[src/common/urx_regs.vh]
/*
 * Register map, field positions, reset values and counts for the serial
 * receive error, interrupt and wake-up block.
 * Assumes a 32-bit APB bus with byte addresses and one word per register.
 */
// What this block does
// Low stop bit sets stop-bit fault
// Faulty word still stored; reset clears flag
// Parity mismatch sets fault when parity on
// Word kept on parity fault; reset clears
// Software reads status before data word
// Six sources share one low irq pulse
// Tx sources own enables; rx pair shares
// Address word requests irq when qualify set
// Status flags ignore software writes
// Qualify on: irq only if top bit 1
// Qualify off: irq on every word that leaves the FIFO count at or above the trigger level; a parked held word raises none until a pop moves it in
// Software clears parity when qualify on
// Reception pauses when clock off or sleep
// Sleep leaves all registers unchanged
// Pin falling edge wakes when armed
// Line data during recovery is discarded
// Wake irq needs global and port gates
// Wake irq waits for recovery cycles
// Software finishes traffic before sleeping
// Status read then data read clears errors
// Four-word FIFO plus one held word
// Even, odd, mark, space parity expected
`ifndef URX_REGS_VH
`define URX_REGS_VH
// Byte offsets
`define URX_OFF_STAT  12'h000
`define URX_OFF_CTL1  12'h004
`define URX_OFF_CTL2  12'h008
`define URX_OFF_BAUD  12'h00C
`define URX_OFF_DATA  12'h010
// Status bits
`define URX_ST_FERR   0
`define URX_ST_PERR   1
`define URX_ST_OVR    2
`define URX_ST_NOISE  3
`define URX_ST_AVAIL  4
`define URX_ST_TXE    5
`define URX_ST_TXI    6
`define URX_ST_RIDLE  7
`define URX_ST_CNT_LO 8
// Control one bits
`define URX_C1_PORT   0
`define URX_C1_RXON   1
`define URX_C1_NINE   2
`define URX_C1_PAR    3
`define URX_C1_PTYP   4
`define URX_C1_STOP2  6
`define URX_C1_TRIG   7
// Control two bits
`define URX_C2_TXEIE  0
`define URX_C2_TXIIE  1
`define URX_C2_RXIE   2
`define URX_C2_ADQ    3
`define URX_C2_WAKE   4
// Parity types
`define URX_PAR_EVEN  2'h0
`define URX_PAR_ODD   2'h1
`define URX_PAR_MARK  2'h2
`define URX_PAR_SPACE 2'h3
// Reset values
`define URX_CTL1_RST  9'h000
`define URX_CTL2_RST  5'h00
`define URX_BAUD_RST  16'h0000
// Counts
`define URX_FIFO_D    4
`define URX_RECOV     16
`endif

[src/hdl/urx_core.v]
/*
 * Frame receiver: start detect, data, parity and stop sampling at
 * sixteen ticks per bit.
 * Assumes rxd is already synchronised to clk.
 */
`timescale 1ns/1ps
`include "urx_regs.vh"
module urx_core (
  // Clock and reset
  input  wire       clk,
  input  wire       rst,
  // Control
  input  wire       run,
  input  wire       clr,
  input  wire       rxd,
  input  wire [15:0] div,
  input  wire       nine,
  input  wire       par_on,
  input  wire [1:0] par_type,
  input  wire       two_stop,
  // Result
  output reg        done_r,
  output reg  [8:0] word_r,
  output reg        ferr_r,
  output reg        perr_r,
  output wire       busy
);
  localparam IDLE = 3'h0, START = 3'h1, DATA = 3'h2;
  localparam PAR = 3'h3, STOP = 3'h4, BRK = 3'h5;
  reg [2:0]  st_r;
  reg [15:0] dcnt_r;
  reg [3:0]  sub_r;
  reg [3:0]  n_r;
  reg [8:0]  sh_r;
  reg        pbit_r;
  reg        fe_r;
  wire       tick = run & (dcnt_r == div);
  wire       mid  = (sub_r == 4'hF);
  wire [8:0] wv   = nine ? sh_r : {1'b0, sh_r[8:1]};

  // Expected parity bit of a word
  function pexp;
    input [8:0] w;
    input [1:0] t;
    begin
      case (t)
        `URX_PAR_EVEN: pexp = ^w;
        `URX_PAR_ODD:  pexp = ~(^w);
        `URX_PAR_MARK: pexp = 1'b1;
        default:       pexp = 1'b0;
      endcase
    end
  endfunction

  assign busy = (st_r != IDLE);

  // Frame state machine; halts with run low
  always @(posedge clk) begin
    if (rst | clr) begin
      st_r <= IDLE;
      dcnt_r <= 16'h0000;
      sub_r <= 4'h0;
      n_r <= 4'h0;
      sh_r <= 9'h000;
      pbit_r <= 1'b0;
      fe_r <= 1'b0;
      done_r <= 1'b0;
      word_r <= 9'h000;
      ferr_r <= 1'b0;
      perr_r <= 1'b0;
    end else begin
      done_r <= 1'b0;
      if (run) begin
        dcnt_r <= tick ? 16'h0000 : dcnt_r + 16'h0001;
      end
      if (tick) begin
        sub_r <= sub_r + 4'h1;
        case (st_r)
          IDLE: begin
            sub_r <= 4'h0;
            if (!rxd) st_r <= START;
          end
          START: begin
            if (sub_r == 4'h7) begin
              sub_r <= 4'h0;
              n_r <= 4'h0;
              fe_r <= 1'b0;
              st_r <= rxd ? IDLE : DATA;
            end
          end
          DATA: begin
            if (mid) begin
              sh_r <= {rxd, sh_r[8:1]};
              n_r <= n_r + 4'h1;
              if (n_r == (nine ? 4'h8 : 4'h7)) begin
                n_r <= 4'h0;
                st_r <= par_on ? PAR : STOP;
              end
            end
          end
          PAR: begin
            if (mid) begin
              pbit_r <= rxd;
              st_r <= STOP;
            end
          end
          STOP: begin
            if (mid) begin
              if (two_stop && n_r == 4'h0) begin
                n_r <= 4'h1;
                fe_r <= ~rxd;
              end else begin
                done_r <= 1'b1;
                word_r <= wv;
                ferr_r <= fe_r | ~rxd;
                perr_r <= par_on & (pbit_r != pexp(wv, par_type));
                st_r <= rxd ? IDLE : BRK;
              end
            end
          end
          BRK: if (rxd) st_r <= IDLE; // Wait out a break
          default: st_r <= IDLE;
        endcase
      end
    end
  end
endmodule

[src/hdl/urx_top.v]
/*
 * Serial receive block: APB registers, four-word receive FIFO with a held
 * fifth word, error flags, shared interrupt pulse and line-pin wake-up.
 * Assumes a 20 MHz core_clk, synchronous active-high rst, transmitter
 * status levels on core_clk, and the line pin asynchronous.
 */
// The placing of the registers and the APB register port are this design's own decisions.
`timescale 1ns/1ps
`include "urx_regs.vh"
module urx_top #(
  parameter RECOV = `URX_RECOV
) (
  // Clock and reset
  input  wire        core_clk,
  input  wire        rst,
  // APB slave
  input  wire        psel,
  input  wire        penable,
  input  wire        pwrite,
  input  wire [11:0] paddr,
  input  wire [31:0] pwdata,
  output reg  [31:0] prdata,
  output reg         pready,
  output reg         pslverr,
  // Serial line
  input  wire        serial_line_pin,
  // Power state
  input  wire        mod_clk_on,
  input  wire        cpu_sleep,
  // Transmitter status
  input  wire        tx_empty,
  input  wire        tx_idle,
  // Interrupt controller gates
  input  wire        global_irq_gate,
  input  wire        port_irq_gate,
  // Requests
  output reg         irq_n,
  output reg         wake_evt
);
  // FIFO depth; one more word may wait in the held slot
  localparam DEPTH = `URX_FIFO_D;

  // Control registers
  reg [8:0]  ctl1_r;
  reg [4:0]  ctl2_r;
  reg [15:0] baud_r;
  wire       port_on         = ctl1_r[`URX_C1_PORT];
  wire       receiver_on     = ctl1_r[`URX_C1_RXON];
  wire       nine_bit_select = ctl1_r[`URX_C1_NINE];
  wire       parity_on       = ctl1_r[`URX_C1_PAR];
  wire [1:0] par_type        = ctl1_r[`URX_C1_PTYP+1:`URX_C1_PTYP];
  wire       two_stop        = ctl1_r[`URX_C1_STOP2];
  wire [2:0] trig_lv         = {1'b0, ctl1_r[`URX_C1_TRIG+1:`URX_C1_TRIG]} + 3'h1;
  wire       tx_empty_irq_on = ctl2_r[`URX_C2_TXEIE];
  wire       tx_idle_irq_on  = ctl2_r[`URX_C2_TXIIE];
  wire       rx_irq_on       = ctl2_r[`URX_C2_RXIE];
  wire       addr_qualify_on = ctl2_r[`URX_C2_ADQ];
  wire       pin_wake_on     = ctl2_r[`URX_C2_WAKE];

  // Line synchroniser
  reg        s1_r;
  reg        s2_r;
  reg        s3_r;
  reg        line_r;
  reg        line_prev_r;

  // FIFO and held word
  reg [8:0]  mem [0:DEPTH-1];
  reg [1:0]  rd_ptr_r;
  reg [1:0]  wr_ptr_r;
  reg [2:0]  cnt_r;
  reg [8:0]  hold_r;
  reg        hold_v_r;

  // Flags
  reg        stop_bit_fault_flag;
  reg        parity_fault_flag;
  reg        overrun_flag;
  reg        arm_r;

  // Interrupt and wake state
  reg        txe_prev_r;
  reg        txi_prev_r;
  reg        wk_busy_r;
  reg [15:0] wk_cnt_r;

  // Receiver core outputs
  wire       cd;
  wire [8:0] cword;
  wire       cferr;
  wire       cperr;
  wire       cbusy;

  // Top bit of a word marks an address
  function topbit;
    input [8:0] w;
    input       nine;
    begin
      topbit = nine ? w[8] : w[7];
    end
  endfunction

  // Bus decode
  wire setup    = psel & ~penable;
  wire acc      = psel & penable & pready;
  wire rd_stat  = acc & ~pwrite & (paddr == `URX_OFF_STAT);
  wire rd_data  = acc & ~pwrite & (paddr == `URX_OFF_DATA);
  wire pop      = rd_data & (cnt_r != 3'h0);
  wire err_clr  = rd_data & arm_r;
  wire mapped   = (paddr == `URX_OFF_STAT) | (paddr == `URX_OFF_CTL1) |
                  (paddr == `URX_OFF_CTL2) | (paddr == `URX_OFF_BAUD) |
                  (paddr == `URX_OFF_DATA);

  // Receiver runs only when enabled, clocked and awake
  wire rx_en  = port_on & receiver_on;
  wire rx_run = rx_en & mod_clk_on & ~cpu_sleep;
  wire rx_clr = ~rx_en | wk_busy_r;

  urx_core u_core (
    .clk      (core_clk),
    .rst      (rst),
    .run      (rx_run),
    .clr      (rx_clr),
    .rxd      (line_r),
    .div      (baud_r),
    .nine     (nine_bit_select),
    .par_on   (parity_on),
    .par_type (par_type),
    .two_stop (two_stop),
    .done_r   (cd),
    .word_r   (cword),
    .ferr_r   (cferr),
    .perr_r   (cperr),
    .busy     (cbusy)
  );

  // FIFO write selection; the held word enters first
  // A word that completes while the FIFO is full parks in the held slot,
  // giving software one more frame time to drain; a second word before a
  // pop overwrites the slot and flags an overrun, keeping the FIFO intact
  reg       wr_en;
  reg [8:0] wr_data;
  reg       hold_v_nxt;
  reg [8:0] hold_nxt;
  reg       ovr_evt;
  always @* begin
    wr_en = 1'b0;
    wr_data = cword;
    hold_v_nxt = hold_v_r;
    hold_nxt = hold_r;
    ovr_evt = 1'b0;
    if (hold_v_r) begin
      if (pop) begin
        wr_en = 1'b1;
        wr_data = hold_r;
        hold_v_nxt = cd;
        if (cd) hold_nxt = cword;
      end else if (cd) begin
        ovr_evt = 1'b1; // FIFO words kept, held word replaced
        hold_nxt = cword;
      end
    end else if (cd) begin
      if (cnt_r < DEPTH[2:0] || pop) begin
        wr_en = 1'b1;
      end else begin
        hold_v_nxt = 1'b1; // Fifth word waits in the held slot
        hold_nxt = cword;
      end
    end
  end

  wire [2:0] cnt_nxt = cnt_r + {2'h0, wr_en} - {2'h0, pop};

  // Interrupt events
  // All sources fold into one registered pulse, so events that land in the
  // same cycle merge into a single request
  wire txe_evt  = tx_empty & ~txe_prev_r & tx_empty_irq_on;
  wire txi_evt  = tx_idle & ~txi_prev_r & tx_idle_irq_on;
  wire addr_w   = wr_en & topbit(wr_data, nine_bit_select);
  wire trig_evt = wr_en & (cnt_nxt >= trig_lv) & rx_irq_on &
                  (~addr_qualify_on | addr_w);
  wire ovr_irq  = ovr_evt & rx_irq_on;
  wire adr_evt  = addr_w & addr_qualify_on;
  wire wk_done  = wk_busy_r & (wk_cnt_r == 16'h0000);
  wire wk_irq   = wk_done & global_irq_gate & port_irq_gate;
  wire any_evt  = txe_evt | txi_evt | trig_evt | ovr_irq | adr_evt | wk_irq;

  // Wake-up arming while the module clock is off
  // Only the filtered level is watched, so a one-sample glitch cannot wake
  wire line_fall = line_prev_r & ~line_r;
  wire wk_arm    = ~mod_clk_on & port_on & receiver_on & rx_irq_on & pin_wake_on;
  wire wk_start  = line_fall & wk_arm & ~wk_busy_r;

  // Three-stage line synchroniser; level moves when stages two and three agree
  // The first stage may go metastable, so only the second stage reads it
  always @(posedge core_clk) begin
    if (rst) begin
      s1_r <= 1'b1;
      s2_r <= 1'b1;
      s3_r <= 1'b1;
      line_r <= 1'b1;
      line_prev_r <= 1'b1;
    end else begin
      s1_r <= serial_line_pin;
      s2_r <= s1_r;
      s3_r <= s2_r;
      if (s2_r == s3_r) line_r <= s3_r;
      line_prev_r <= line_r;
    end
  end

  // FIFO storage
  always @(posedge core_clk) begin
    if (wr_en) mem[wr_ptr_r] <= wr_data;
  end

  // FIFO pointers and held word; sleep alone changes nothing here
  always @(posedge core_clk) begin
    if (rst) begin
      rd_ptr_r <= 2'h0;
      wr_ptr_r <= 2'h0;
      cnt_r <= 3'h0;
      hold_r <= 9'h000;
      hold_v_r <= 1'b0;
    end else if (~rx_en) begin
      rd_ptr_r <= 2'h0; // Turning the receiver off flushes it
      wr_ptr_r <= 2'h0;
      cnt_r <= 3'h0;
      hold_v_r <= 1'b0;
    end else begin
      if (wr_en) wr_ptr_r <= wr_ptr_r + 2'h1;
      if (pop) rd_ptr_r <= rd_ptr_r + 2'h1;
      cnt_r <= cnt_nxt;
      hold_r <= hold_nxt;
      hold_v_r <= hold_v_nxt;
    end
  end

  // Error flags: a new fault wins over a clear in the same cycle
  // The arm bit remembers a status read; any data read disarms it, so a
  // data read alone never clears a fault that software has not yet seen
  always @(posedge core_clk) begin
    if (rst) begin
      stop_bit_fault_flag <= 1'b0;
      parity_fault_flag <= 1'b0;
      overrun_flag <= 1'b0;
      arm_r <= 1'b0;
    end else begin
      stop_bit_fault_flag <= (cd & cferr) | (stop_bit_fault_flag & ~err_clr);
      parity_fault_flag <= (cd & cperr) | (parity_fault_flag & ~err_clr);
      overrun_flag <= ovr_evt | (overrun_flag & ~err_clr);
      if (rd_stat) arm_r <= 1'b1;
      else if (rd_data) arm_r <= 1'b0;
    end
  end

  // Control registers; status holds no writable bits
  // Nothing here looks at sleep, so idle and sleep leave every setting intact
  always @(posedge core_clk) begin
    if (rst) begin
      ctl1_r <= `URX_CTL1_RST;
      ctl2_r <= `URX_CTL2_RST;
      baud_r <= `URX_BAUD_RST;
    end else if (acc & pwrite) begin
      case (paddr)
        `URX_OFF_CTL1: ctl1_r <= pwdata[8:0];
        `URX_OFF_CTL2: ctl2_r <= pwdata[4:0];
        `URX_OFF_BAUD: baud_r <= pwdata[15:0];
        default: ;
      endcase
    end
  end

  // Read data selection
  reg [31:0] rd_mux;
  always @* begin
    rd_mux = 32'h0000_0000;
    case (paddr)
      `URX_OFF_STAT: begin
        rd_mux[`URX_ST_FERR] = stop_bit_fault_flag;
        rd_mux[`URX_ST_PERR] = parity_fault_flag;
        rd_mux[`URX_ST_OVR] = overrun_flag;
        rd_mux[`URX_ST_AVAIL] = (cnt_r != 3'h0);
        rd_mux[`URX_ST_TXE] = tx_empty;
        rd_mux[`URX_ST_TXI] = tx_idle;
        rd_mux[`URX_ST_RIDLE] = ~cbusy;
        rd_mux[`URX_ST_CNT_LO+2:`URX_ST_CNT_LO] = cnt_r;
      end
      `URX_OFF_CTL1: rd_mux[8:0] = ctl1_r;
      `URX_OFF_CTL2: rd_mux[4:0] = ctl2_r;
      `URX_OFF_BAUD: rd_mux[15:0] = baud_r;
      `URX_OFF_DATA: rd_mux[8:0] = mem[rd_ptr_r];
      default: rd_mux = 32'h0000_0000;
    endcase
  end

  // APB answer: ready in the first access cycle, data caught at setup
  // Capturing at setup keeps the pop in the access cycle from changing
  // the word this same transfer returns
  always @(posedge core_clk) begin
    if (rst) begin
      prdata <= 32'h0000_0000;
      pready <= 1'b0;
      pslverr <= 1'b0;
    end else begin
      pready <= setup;
      pslverr <= setup & ~mapped;
      if (setup & ~pwrite) prdata <= rd_mux;
    end
  end

  // Transmitter edge history
  always @(posedge core_clk) begin
    if (rst) begin
      txe_prev_r <= 1'b0;
      txi_prev_r <= 1'b0;
    end else begin
      txe_prev_r <= tx_empty;
      txi_prev_r <= tx_idle;
    end
  end

  // Wake-up recovery; receiver is held clear until it ends
  // The request waits for the count to run out so the core is awake to serve it
  always @(posedge core_clk) begin
    if (rst) begin
      wk_busy_r <= 1'b0;
      wk_cnt_r <= 16'h0000;
      wake_evt <= 1'b0;
    end else begin
      wake_evt <= wk_start;
      if (wk_start) begin
        wk_busy_r <= 1'b1;
        wk_cnt_r <= RECOV[15:0] - 16'h0001;
      end else if (wk_busy_r) begin
        if (wk_done) wk_busy_r <= 1'b0;
        else wk_cnt_r <= wk_cnt_r - 16'h0001;
      end
    end
  end

  // Shared low interrupt pulse
  always @(posedge core_clk) begin
    if (rst) irq_n <= 1'b1;
    else irq_n <= ~any_evt;
  end
endmodule
[config.mk]
export PLATFORM = sky130hd
export DESIGN_NAME = urx_top
export DESIGN_NICKNAME = d
export VERILOG_FILES = /design/src/hdl/urx_core.v /design/src/hdl/urx_top.v
export VERILOG_INCLUDE_DIRS = /design/src /design/src/common
export SDC_FILE = /design/constraint.sdc
export NUM_CORES = 1
export LEC_CHECK = 0
export BUFFER_PORTS_ARGS = -buffer_cell sky130_fd_sc_hd__buf_4
export CAP_MARGIN = 20
export CELL_PAD_IN_SITES_DETAIL_PLACEMENT = 0
export CELL_PAD_IN_SITES_GLOBAL_PLACEMENT = 1
export CORE_ASPECT_RATIO = 0.9
export CORE_MARGIN = 8
export CORE_UTILIZATION = 40
export CTS_CLUSTER_DIAMETER = 30
export DETAILED_ROUTE_END_ITERATION = 6
export PLACE_DENSITY = 0.72
export RECOVER_POWER = 25
export SLEW_MARGIN = 10
export SYNTH_ARGS = -nofsm -noshare
export SYNTH_HDL_FRONTEND = slang
export SYNTH_SLANG_ARGS = --single-unit
[constraint.sdc]
create_clock -name core_clk -period 5.77 [get_ports core_clk]
set_input_delay 0.2885 -clock core_clk [delete_from_list [all_inputs] [get_ports core_clk]]
set_output_delay 0.2885 -clock core_clk [all_outputs]
set_load 0.02 [all_outputs]
==> results.md, run 1 <==
* Area of the multi-input gates at 0.00413 mm2
* Design Area, Final at 0.00966 mm2
* Setup-failing EPs final at 0
* Hold path cells at 2
* Crit path DAT at between 4000 and 5000 ps
* Placed Area at 0.00911 mm2
* Hold Vio Cnt, Final at 0
* CTS tree: built
* Mapped Area at between 0.008 and 0.009 mm2
* Register area at between 0.004 and 0.005 mm2
* Vias in the first global route at 5900
* Fill count at 2053
* Critical path depth in cells at 12
* GPL Wtd Cong at 0.811
* Terminus of the critical flop-to-flop path: irq_n$_SDFF_PP1_
* Sw Share at 23.4%
* RSZ-0062 raised after global routing: no
* Area added between synthesis and finish at 13.6%
* Cell leakage power at ~0.0033 uW
* CTS clk-pin slew, worst paths at 70 ps
* Drc violations at 0
* Initial antenna violation count at 0
* Setup WS pre-CTS at 1640 ps
* CTS resizes at 0
* Logic pwr share at around 2.9%
* Crit-path slowest cell: nor2_1
* Hold-fix buffers, CTS at 0
* WP buf/inv at 1
* Synth Flop Type: dfxtp_1
* Gr ovfl total at 0
* Synth warnings at 0
* Tcrit/Tclk final at 64.6%
* Diode count at 0
* Drt first pass iters at 4
* Data required time of the critical path at 6090 ps
* Max Clock Skew at between 10 and 15 ps
* Initial core utilization at 40.8%
* Post-synth EDFFs at 36
* Crit path max fanout at 12
* Peak supply drop at a little over 0.2 mV
* NetSw at about 610 uW
* Seq/Total Area, Yosys at 47.3%
* R2r setup slk at 2040 ps
* Largest net degree at the start of global routing at 78
* Slew @ Worst Pin at 3500 ps
* CTS Root Buffer Type: clkbuf_16
* Hold Path Origin: serial_line_pin
* Slowest stage delay, CP at 500 ps
* Tot GR Track Use at 15.5%
* End of the worst hold path: s1_r$_SDFF_PP1_
* Initial DRC count at 383
* Setup ws final at 2040 ps
* Detailed-route via count at 6082
* Top delay family on crit path: simple AND/OR/NAND/NOR gates
* Detailed Place HPWL at 14400 um
* Clock Sinks at 183
* Reg power frac at 50.0%
* Max-cap viol count at 1
* Fraction of layout cells with a size suffix above 1 at 14.5%
* Avg Cell Area, Syn at 10.1 um2
* Critical Path, Cell by Cell: nor3_1 -> nor4b_2 -> buf_4 -> nor2_1 -> nand2_1 -> fa_1 -> xnor2_1 -> ha_1 -> a211oi_1 -> nor4b_1 -> nand3_1 -> a41o_1
* First-pass GRT wire length at 32300 um
* #FFs+latches synth at 183
* Async SR Flop Fraction at 0%
* Worst Hold Class: primary input to register
* Final min period at 3730 ps
* CORE AREA at 0.0208 mm2
* Fmax at 268 MHz
* TritonCTS Buffers at 17
* Setup crit start kind: register
* Crit end category: register
* Routed wire length at approximately 20000 um
* Sum of negative setup slack at 0 ps
* Power Internal at 2000 uW
* Failing checks: capacitance limit, slew limit
* Syn Inst Count at approximately 840
* Status: finished, violations left
* Clock Latency Late Sink at about 440 ps
* Worst reg2reg path depth at 12
* Die height at between 150 and 200 um
* Avg Vias per Cell at 5.12
* DRT antenna net count at 0
* H-tree depth at 4
* Distinct cells, synth at 70
* Pwr/cell area at 270 mW/mm2
* Clock Path Buffers at 2
* Fin nets at 960
* I/O pins at 92
* Clock share of power at between 40% and 50%
* Die Span X at 170 um
* Slew margin rel. at -133%
* Crit Path Class: register to register
* Max-slew violations at 78
* PortBufs at 59
* Critical R2R Launch: cnt_r[2]$_SDFF_PP0_
* Core Rows at 50
* Setup Buffers After CTS at 0
* WL/cell at between 15 and 20 um
* Die area at about 0.026 mm2
power by group through the flow:
stage / registers (uW) / logic [uW] / clock network (uW)
global placement: 1340 / 79.9 / 0
floorplan: 1340 / 42.9 / 0
finish: 1310 / 76.3 / 1230
global route: 1310 / 83.0 / 1310
detailed placement: 1340 / 79.8 / 0
CTS: 1310 / 80.1 / 1260
cells in the final DEF (no fill, tap or decap), types with 21 or more instances in the layout:
master and instances:
a21oi_1 33, nor2_1 132, xnor2_1 37, inv_1 22, clkbuf_1 21, buf_4 47
mux2i_1 58, edfxtp_1 36, nand3_1 25, dfxtp_1 147, nand2_1 38
worst max-delay path by stage:
stage | from | to
3_5_place_dp | paddr[1] | irq_n$_SDFF_PP1_
2_1_floorplan | paddr[9] | irq_n$_SDFF_PP1_
3_3_place_gp | paddr[1] | irq_n$_SDFF_PP1_
6_report | cnt_r[2]$_SDFF_PP0_ | irq_n$_SDFF_PP1_
5_1_grt | cnt_r[2]$_SDFF_PP0_ | irq_n$_SDFF_PP1_
4_1_cts | cnt_r[2]$_SDFF_PP0_ | irq_n$_SDFF_PP1_
stage by stage:
stage | power (uW) | util (%) | hold WS, ps | instances
2_1_floorplan | 1380 | - | 389 | 859
3_3_place_gp | 1420 | 43.7 | 406 | 1156
3_5_place_dp | 1420 | 43.7 | 403 | 1156
4_1_cts | 2650 | 46.8 | 29.9 | 1188
5_1_grt | 2690 | 46.4 | 35.0 | 1188
6_report | 2610 | 46.4 | 39.1 | 1188
area by class of cell:
class                   count  share of cell area [%]
multi-input cells         596                    42.8
flip-flops and latches    183                    41.6
repair buffers             69                    4.55
clock buffers              17                    4.40
well taps                 286                    3.70
clock inverters            15                    2.08
inverters                  22                   0.855
logic make-up after synthesis:
family / count (synthesis) / share of synthesized area, %
and+or+nand+nor: 322 / 19.9
buffers and inverters: 80 / 4.87
muxes: 78 / 10.7
adders and majority gates: 15 / 2.29
DFF: 183 / 47.3
xor gates and xnor gates: 56 / 5.93
AOI/OAI and AO/OA: 109 / 8.96
other: 1 / 0.0441
metal layers:
metal	routed length (um)	GRT usage, %	up-vias
met5	0	0	-
met4	342	5.14	0
met3	643	3.44	22
met2	9430	25.0	88
met1	9780	20.2	2904
li1	-	-	3068
registers in the layout, summed over array words and instances (netlist names), 2 cells and up, named ones only:
name,count
wk_cnt_r,16
u_core.n_r,4
u_core.sub_r,4
rd_ptr_r,2
hold_r,9
wr_ptr_r,2
u_core.sh_r,9
u_core.st_r,3
ctl2_r,5
prdata,16
cnt_r,3
u_core.dcnt_r,16
u_core.word_r,9
mem,36
baud_r,16
ctl1_r,9
cell usage after synthesis, drive strengths merged (5+ instances only):
library cell  number  share of area, %
nand4             13              0.96
mux2              11               1.5
a221oi             6              0.62
nand2             38               1.7
and3              12              0.88
a21oi             34               2.0
or4                7              0.75
mux2i             58               6.8
ha                14               2.1
a211oi            12               1.2
nor2b             10              0.74
nor2             132               5.8
mux4               9               2.4
nor4b              5              0.59
xor2              18               1.9
dfxtp            147                35
nand2b            10              0.74
nor3              22               1.5
edfxtp            36                13
nor4               8               1.2
buf               31               2.6
a31oi              5              0.37
inv               22              0.97
or2                8              0.59
nand3             26               1.6
clkbuf            26               1.1
o21bai             6              0.53
xnor2             37               3.8
or3                7              0.51
a22oi             17               1.5
and2               5              0.37
o21ai             13              0.90
(Power assumes the default switching activity.)
==> inputs of run 2 (changes only) <==
--- a/config.mk
+++ b/config.mk
@@ -6,6 +6,7 @@
 export SDC_FILE = /design/constraint.sdc
 export NUM_CORES = 1
 export LEC_CHECK = 0
+export ABC_AREA = 1
 export BUFFER_PORTS_ARGS = -buffer_cell sky130_fd_sc_hd__buf_4
 export CAP_MARGIN = 20
 export CELL_PAD_IN_SITES_DETAIL_PLACEMENT = 0
@@ -15,7 +16,7 @@
 export CORE_UTILIZATION = 40
 export CTS_CLUSTER_DIAMETER = 30
 export DETAILED_ROUTE_END_ITERATION = 6
-export PLACE_DENSITY = 0.72
+export PLACE_DENSITY = 0.75
 export RECOVER_POWER = 25
 export SLEW_MARGIN = 10
 export SYNTH_ARGS = -nofsm -noshare
==> constraint.sdc (replaced) <==
create_clock -name core_clk -period 3.85 [get_ports core_clk]
set_input_delay 0.1925 -clock core_clk [delete_from_list [all_inputs] [get_ports core_clk]]
set_output_delay 0.1925 -clock core_clk [all_outputs]
set_load 0.02 [all_outputs]
==> run 2 against run 1 <==
Effect of this change:
- largest cell class unchanged
- register-to-register slack lost 1500 ps
- critical endpoint unchanged
- critical path depth grew 8
- worst hold slack is essentially flat
- clock power grew 57%
- the run still ends with capacitance limit, slew limit left
- via count grew 22%
- setup slack lost 1600 ps
- flip-flop and latch count is the same
- critical path type is now primary input to register
- highest routed layer unchanged
==> results.md, run 2 <==
* Distinct cells, synth at 55 (was 70)
* Die Span X at 174 um (was 170 um)
* Most common cell in the netlist: nand2_1 (was dfxtp_1)
* Most flop-heavy register: mem (unchanged)
* Setup WS pre-CTS at 404 ps (was 1640 ps)
* Critical Path, Cell by Cell: clkbuf_4 -> nor2_1 -> nand4_1 -> nor3_1 -> nand2_1 -> nor4_1 -> nand2_1 -> o21ai_1 -> ha_1 -> fa_1 -> ha_1 -> a21oi_1 -> nor2_1 -> o21ai_0 -> inv_1 -> nand2_1 -> nand2_1 -> a21oi_1 -> nand2_1 -> nand2_1 (was nor3_1 -> nor4b_2 -> buf_4 -> nor2_1 -> nand2_1 -> fa_1 -> xnor2_1 -> ha_1 -> a211oi_1 -> nor4b_1 -> nand3_1 -> a41o_1)
* Vias in the first global route at 6821 (was 5900)
* H-tree depth at 4 (unchanged)
* Initial core utilization at 40.3% (was 40.8%)
* Area added between synthesis and finish at 12.6% (was 13.6%)
* Hold Path Origin: pwdata[14] (was serial_line_pin)
* Crit end category: register (unchanged)
* R2r setup slk at 520 ps (was 2040 ps)
* CORE AREA at 0.0223 mm2 (was 0.0208 mm2)
* CTS clk-pin slew, worst paths at 80 ps (was 70 ps)
* Cell leakage power at 0.00390 uW (was 0.00326 uW)
* Clock Path Buffers at 2 (unchanged)
* Placed Area at 0.00955 mm2 (was 0.00911 mm2)
* Avg Vias per Cell at 4.89 (was 5.12)
* Setup Buffers After CTS at 0 (unchanged)
* GPL Wtd Cong at 0.861 (was 0.811)
* End of the worst hold path: baud_r[14]$_SDFFE_PP0P_ (was s1_r$_SDFF_PP1_)
* Grt met2 use at 24.5% (was 25.0%)
* Drc violations at 0 (unchanged)
* Initial DRC count at 453 (was 383)
* Setup crit start kind: primary input (was register)
* First-pass GRT wire length at 36600 um (was 32300 um)
* Synth Flop Type: dfxtp_1 (unchanged)
* Fmax at a little under 300 MHz
* Crit-path slowest cell: nor3_1 (was nor2_1)
* Seq/Total Area, Yosys at 44.9% (was 47.3%)
* Terminus of the critical flop-to-flop path: irq_n$_SDFF_PP1_ (unchanged)
* Pwr/cell area at 398 mW/mm2 (was 270 mW/mm2)
* Crit path top cell by count: nand2_1
* WL/cell at 15.0 um (was 17.0 um)
* Peak supply drop at 0.214 mV (was 0.202 mV)
* Slew @ Worst Pin at 2240 ps (was 3500 ps)
* Fraction of layout cells with a size suffix above 1 at 10.3% (was 14.5%)
* PortBufs at 59 (unchanged)
* Core Rows at 52 (was 50)
* Failing checks: capacitance limit, slew limit (unchanged)
* Max Clock Skew at 18.7 ps (was 13.5 ps)
* Synth top area share at 32.8% (was 34.6%)
* Max-cap viol count at 1 (unchanged)
* Max-slew violations at 59 (was 78)
* Detailed Place HPWL at 16900 um (was 14400 um)
* Post-synth EDFFs at 36 (unchanged)
* Drt first pass iters at 5 (was 4)
* #FFs+latches synth at 183 (unchanged)
* CTS Root Buffer Type: clkbuf_16 (unchanged)
* Data required time of the critical path at 4210 ps (was 6090 ps)
* Min Hold Slack at 38.8 ps (was 39.1 ps)
* Max reg flops at 36 (unchanged)
* Die area at 0.0275 mm2 (was 0.0262 mm2)
* Clock Latency Late Sink at 440 ps (about the same)
* I/O pins at 92 (unchanged)
* Routed wire length at 22700 um (was 20200 um)
* Post-synth top cells: nand2_1 (179), dfxtp_1 (147), inv_1 (143) (was dfxtp_1 (147), nor2_1 (132), mux2i_1 (58))
* CTS tree: built (unchanged)
* Die height at 158 um (was 154 um)
* Hold path cells at 3 (was 2)
* DRT antenna net count at 0 (unchanged)
* Most used routing layer in global routing: met1 (was met2)
* Tcrit/Tclk final at 88.1%
* TritonCTS Buffers at 17 (unchanged)
* Worst Hold Class: primary input to register (unchanged)
* Diode count at 0 (unchanged)
* Slowest stage delay, CP at 510 ps (was 500 ps)
* Fin nets at 1277 (was 960)
* Crit Path Class: primary input to register (was register to register)
* Worst reg2reg path depth at 21 (was 12)
* RSZ-0062 raised after global routing: no (unchanged)
* Met1 usage at 24.5% (was 20.2%)
* Slew margin rel. at -49.1% (was -133%)
* Setup-failing EPs final at 0 (unchanged)
* Initial antenna violation count at 0 (unchanged)
* Design Area, Final at 0.0101 mm2 (was 0.00966 mm2)
* Final min period at 3390 ps
* Top cells by area, synth: dfxtp_1 (33%), edfxtp_1 (12%), nand2_1 (7.5%), a21oi_1 (6.6%), o21ai_0 (6.1%) (was dfxtp_1 (35%), edfxtp_1 (13%), mux2i_1 (6.8%), nor2_1 (5.8%), xnor2_1 (3.8%))
* Commonest non-fill, non-tap cell in the layout: nand2_1 (was dfxtp_1)
* Detailed-route via count at 7417 (was 6082)
* Avg Cell Area, Syn at 7.73 um2 (was 10.1 um2)
* Commonest cells after routing, fill and taps aside: nand2_1 (179), dfxtp_1 (147), inv_1 (143) (was dfxtp_1 (147), nor2_1 (132), mux2i_1 (58))
* Cell accounting for the most synthesized area: dfxtp_1 (unchanged)
* Gr ovfl total at 0 (unchanged)
* Met3 usage at 3.62% (was 3.44%)
* Util after Layout at 45.3% (was 46.4%)
* Crit path DAT at 3750 ps (was 4050 ps)
* Critical R2R Launch: pready$_SDFF_PP0_ (was cnt_r[2]$_SDFF_PP0_)
* Crit path max fanout at 5 (was 12)
* Tot GR Track Use at 16.7% (was 15.5%)
* Sum of negative setup slack at 0 ps (unchanged)
* Mapped Area at 0.00896 mm2 (was 0.00851 mm2)
* Syn Inst Count at 1160 (was 844)
* Async SR Flop Fraction at 0% (unchanged)
* Synth warnings at 0 (unchanged)
* Clock Sinks at 183 (unchanged)
* Hold Vio Cnt, Final at 0 (unchanged)
* Largest net degree at the start of global routing at 59 (was 78)
* Setup ws final at 460 ps (was 2040 ps)
* Status: finished, violations left (unchanged)
run 2: changes by cell type in the layout (fill, tap and decap cells not counted), moves of 12 or more:
| cell | previous run | this run |
|---|---|---|
| nand3_1 | 25 | 37 |
| mux2i_1 | 58 | 0 |
| inv_1 | 22 | 143 |
| o21ai_0 | 12 | 109 |
| nand2_1 | 38 | 179 |
| a21oi_1 | 33 | 118 |
| a22oi_1 | 17 | 0 |
| o21ai_1 | 0 | 18 |
| xnor2_1 | 37 | 5 |
run 2: worst max-delay path: cells and delay by family:
kind	cells	cell delay, ps
adder cells (fa/ha/maj)	3	920
AO/OA/AOI/OAI	4	530
AND/OR/NAND/NOR	11	1940
buffers and inverters	2	160
run 2: how the worst max path moves through the flow:
stage | cells past startpoint | startpoint | endpoint | slack [ps]
3_3_place_gp | 23 | paddr[7] | irq_n$_SDFF_PP1_ | 500
4_1_cts | 21 | pready$_SDFF_PP0_ | irq_n$_SDFF_PP1_ | 470
3_5_place_dp | 23 | paddr[7] | irq_n$_SDFF_PP1_ | 400
5_1_grt | 20 | paddr[7] | irq_n$_SDFF_PP1_ | 110
2_1_floorplan | 21 | pready$_SDFF_PP0_ | irq_n$_SDFF_PP1_ | 800
6_report | 20 | paddr[7] | irq_n$_SDFF_PP1_ | 460
run 2: power breakdown:
group / internal [uW] / leakage, uW / switching [uW]
registers: 1950 / 0.00149 / 5.64
logic: 44.7 / 0.00209 / 81.2
clock network: 1150 / 0.000315 / 784
total: 3150 / 0.00390 / 871
run 2: final cells by class:
cell class / instances / area [um2]
timing repair buffer: 64 / 400
sequential: 183 / 4020
clock buffer: 19 / 443
clock inverter: 13 / 203
fill: 2296 / 12200
inverter: 160 / 604
multi-input combinational: 780 / 4040
tap: 297 / 372
run 2: layer usage:
layer	wire length [um]	vias up
li1	-	3897
met4	193	0
met3	1050	11
met1	12000	3346
met5	0	-
met2	9450	163
run 2: what timing repair did:
action                                  4_1_cts  5_1_grt
resized for setup                             0        0
hold buffers                                  1        0
hold endpoints to repair                      1        0
endpoints found under the setup margin        0        0
run 2: per-stage QoR:
| stage | total power [uW] | cells |
|---|---|---|
| finish | 4020 | 1516 |
| global placement | 2140 | 1483 |
| global route | 4150 | 1516 |
| detailed placement | 2140 | 1483 |
| floorplan | 2080 | 1175 |
| CTS | 4060 | 1516 |
run 2: kinds of logic after synthesis:
logic type	share of synthesized area, %
compound gates	17.0
xor+xnor	2.25
fa+ha+maj	2.18
buf+inv	10.2
flops	44.9
other cells	0.0418
simple gates	23.4
==> inputs of run 3 (changes only) <==
--- a/config.mk
+++ b/config.mk
@@ -16,8 +16,9 @@
 export CORE_UTILIZATION = 40
 export CTS_CLUSTER_DIAMETER = 30
 export DETAILED_ROUTE_END_ITERATION = 6
-export PLACE_DENSITY = 0.75
+export PLACE_DENSITY_LB_ADDON = 0.15
 export RECOVER_POWER = 25
+export REMOVE_ABC_BUFFERS = 1
 export SLEW_MARGIN = 10
 export SYNTH_ARGS = -nofsm -noshare
 export SYNTH_HDL_FRONTEND = slang
==> run 3 against run 2 <==
Effect of this change:
- the run still ends with capacitance limit, slew limit left
- clock-buffer cell count decreased by 2
- die area unchanged
- register-to-register slack worse by 80 ps
- via count is 1.3% higher
- wire length rose by 1.7%
- non-clock buffer count is 4 higher
- total power shrank 5.3%
- combinational power about the same
- final cell count up 0.26%
- sequential share of layout area grew 0.079 points
- setup slack worse by 19 ps
- sequential power hardly changed
- largest power group unchanged
==> results.md, run 3 (synthesized netlist as in run 2, its figures left out) <==
* Initial antenna violation count at 0 (unchanged)
* Gr ovfl total at 0 (unchanged)
* Terminus of the critical flop-to-flop path: irq_n$_SDFF_PP1_ (unchanged)
* GPL Wtd Cong at 0.818 (was 0.861)
* Slew margin rel. at -53.3% (was -49.1%)
* Hold Vio Cnt, Final at 0 (unchanged)
* Crit path capture: irq_n$_SDFF_PP1_ (unchanged)
* Sum of negative setup slack at 0 ps (unchanged)
* First-pass GRT wire length at 37500 um (was 36600 um)
* H-tree depth at 4 (unchanged)
* Peak supply drop at 0.249 mV (was 0.214 mV)
* Vias in the first global route at 7012 (was 6821)
* Max reg flops at 36 (unchanged)
* Cell leakage power at 0.00389 uW (was 0.00390 uW)
* Clock Latency Late Sink at 440 ps (about the same)
* CTS clk-pin slew, worst paths at 80 ps (about the same)
* Largest net degree at the start of global routing at 58 (was 59)
* Initial DRC count at 614 (was 453)
* Placed Area at 0.00958 mm2 (was 0.00955 mm2)
* Max-cap viol count at 1 (unchanged)
* I/O pins at 92 (unchanged)
* Max Clock Skew at 16.2 ps (was 18.7 ps)
* Worst Setup SP: pready$_SDFF_PP0_ (was paddr[7])
* Slew @ Worst Pin at 2300 ps (was 2240 ps)
* CTS Root Buffer Type: clkbuf_16 (unchanged)
* Crit end category: register (unchanged)
* Area added between synthesis and finish at 12.3% (was 12.6%)
* Max-slew violations at 58 (was 59)
* Fill count at 2327 (was 2296)
* WL/cell at 15.2 um (was 15.0 um)
* Crit path max fanout at 14 (was 5)
* Pwr/cell area at 378 mW/mm2 (was 398 mW/mm2)
* Most flop-heavy register: mem (unchanged)
* Design Area, Final at 0.0101 mm2 (about the same)
* Clock Sinks at 183 (unchanged)
* Diode count at 0 (unchanged)
* Routed wire length at 23100 um (was 22700 um)
* Critical R2R Launch: pready$_SDFF_PP0_ (unchanged)
* Fin nets at 1281 (was 1277)
* Die area at 0.0275 mm2 (unchanged)
* Setup Buffers After CTS at 0 (unchanged)
* TritonCTS Buffers at 17 (unchanged)
* Detailed-route via count at 7513 (was 7417)
* Die Span X at 174 um (unchanged)
* Setup WS pre-CTS at 408 ps (was 404 ps)
* PortBufs at 59 (unchanged)
* Die height at 158 um (unchanged)
* CORE AREA at 0.0223 mm2 (unchanged)
* Detailed Place HPWL at 17200 um (was 16900 um)
* Failing checks: capacitance limit, slew limit (unchanged)
* Worst reg2reg path depth at 21 (unchanged)
* DRT antenna net count at 0 (unchanged)
* Fmax at 293 MHz (was 295 MHz)
* Fraction of layout cells with a size suffix above 1 at 10.9% (was 10.3%)
* Drt first pass iters at 7 (was 5)
* Tcrit/Tclk final at 88.6% (was 88.1%)
* RSZ-0062 raised after global routing: no (unchanged)
* Setup-failing EPs final at 0 (unchanged)
* Worst Hold Class: primary input to register (unchanged)
* Util after Layout at 45.2% (was 45.3%)
* Data required time of the critical path at 4190 ps (was 4210 ps)
* Commonest non-fill, non-tap cell in the layout: nand2_1 (unchanged)
* Final min period at 3410 ps (was 3390 ps)
* Tot GR Track Use at 17.1% (was 16.7%)
* Initial core utilization at 40.3% (unchanged)
* R2r setup slk at 440 ps (was 520 ps)
* Core Rows at 52 (unchanged)
* Crit path DAT at 3750 ps (about the same)
* Avg Vias per Cell at 4.94 (was 4.89)
* Crit Path Class: register to register (was primary input to register)
* Drc violations at 0 (unchanged)
* Setup ws final at 440 ps (was 460 ps)
* Status: finished, violations left (unchanged)
* CTS tree: built (unchanged)
* Clock Path Buffers at 2 (unchanged)
* Commonest cells after routing, fill and taps aside: nand2_1 (179), dfxtp_1 (147), inv_1 (143) (unchanged)
* Setup crit start kind: register (was primary input)
[run 3: cell count changes in the layout (fill, tap and decap cells not counted), sizes merged]
| cell | before | now |
|---|---|---|
| clkinv | 5 | 9 |
| clkinvlp | 2 | 1 |
| clkbuf | 42 | 40 |
| buf | 40 | 44 |
| bufinv | 5 | 0 |
| inv | 161 | 165 |
[run 3: where the power goes]
part / internal (uW) / leakage (uW) / switching (uW)
sequential: 1950 / 0.00149 / 5.80
combinational: 44.7 / 0.00211 / 82.7
clock: 869 / 0.000283 / 848
total: 2870 / 0.00389 / 937
[run 3: area by class of cell]
type                       instances  area (um2)  share of cell area (%)
clock buffer                      17         425                    4.23
clock inverter                    15         150                    1.49
inverter                         160         604                    6.00
multi-input combinational        780        4060                    40.3
sequential                       183        4020                    40.0
tap                              297         372                    3.69
timing repair buffer              68         430                    4.28
[run 3: worst min path at each step]
stage | start | end | slack [ps] | depth (start not counted)
4_1_cts | pwdata[10] | baud_r[10]$_SDFFE_PP0P_ | 20 | 3
5_1_grt | pwdata[6] | baud_r[6]$_SDFFE_PP0P_ | 40 | 3
3_3_place_gp | serial_line_pin | s1_r$_SDFF_PP1_ | 380 | 2
2_1_floorplan | rst | arm_r$_SDFFE_PP0P_ | 260 | 1
3_5_place_dp | serial_line_pin | s1_r$_SDFF_PP1_ | 380 | 2
6_report | pwdata[9] | baud_r[9]$_SDFFE_PP0P_ | 40 | 3
[run 3: timing repair]
item,4_1_cts,5_1_grt
gates resized for setup,0,0
setup endpoints to repair,0,0
hold buffers,1,0
hold endpoints to repair,1,0
[run 3: critical path, stage by stage, from the launching register on]
cell and delay (ps):
dfxtp_1 340, nand3_1 150, nor2_1 290, nand2_2 150, clkinv_2 90, nand3_4 160, nand2_4 150, inv_4 60
nand2_1 100, o21ai_1 90, ha_1 220, fa_1 460, ha_1 300, a21oi_1 140, nor2_1 50, o21ai_0 150
inv_1 60, nand2_1 60, nand2_1 60, a21oi_1 130, nand2_1 60, nand2_1 50
[run 3: per-stage QoR]
step	std cells	hold slack (ps)	total power, uW
2_1_floorplan	1123	262	2070
3_3_place_gp	1487	378	2140
3_5_place_dp	1487	380	2140
4_1_cts	1520	20.0	3860
5_1_grt	1520	39.6	3950
6_report	1520	42.3	3800
[run 3: layer usage]
| metal | up-vias | part of all wire, % | global-route usage (%) |
|---|---|---|---|
| li1 | 3898 | - | - |
| met1 | 3432 | 52 | 24.8 |
| met2 | 172 | 42 | 25.4 |
| met3 | 11 | 5.3 | 3.98 |
| met4 | 0 | 0.80 | 3.78 |
| met5 | - | 0 | 0 |
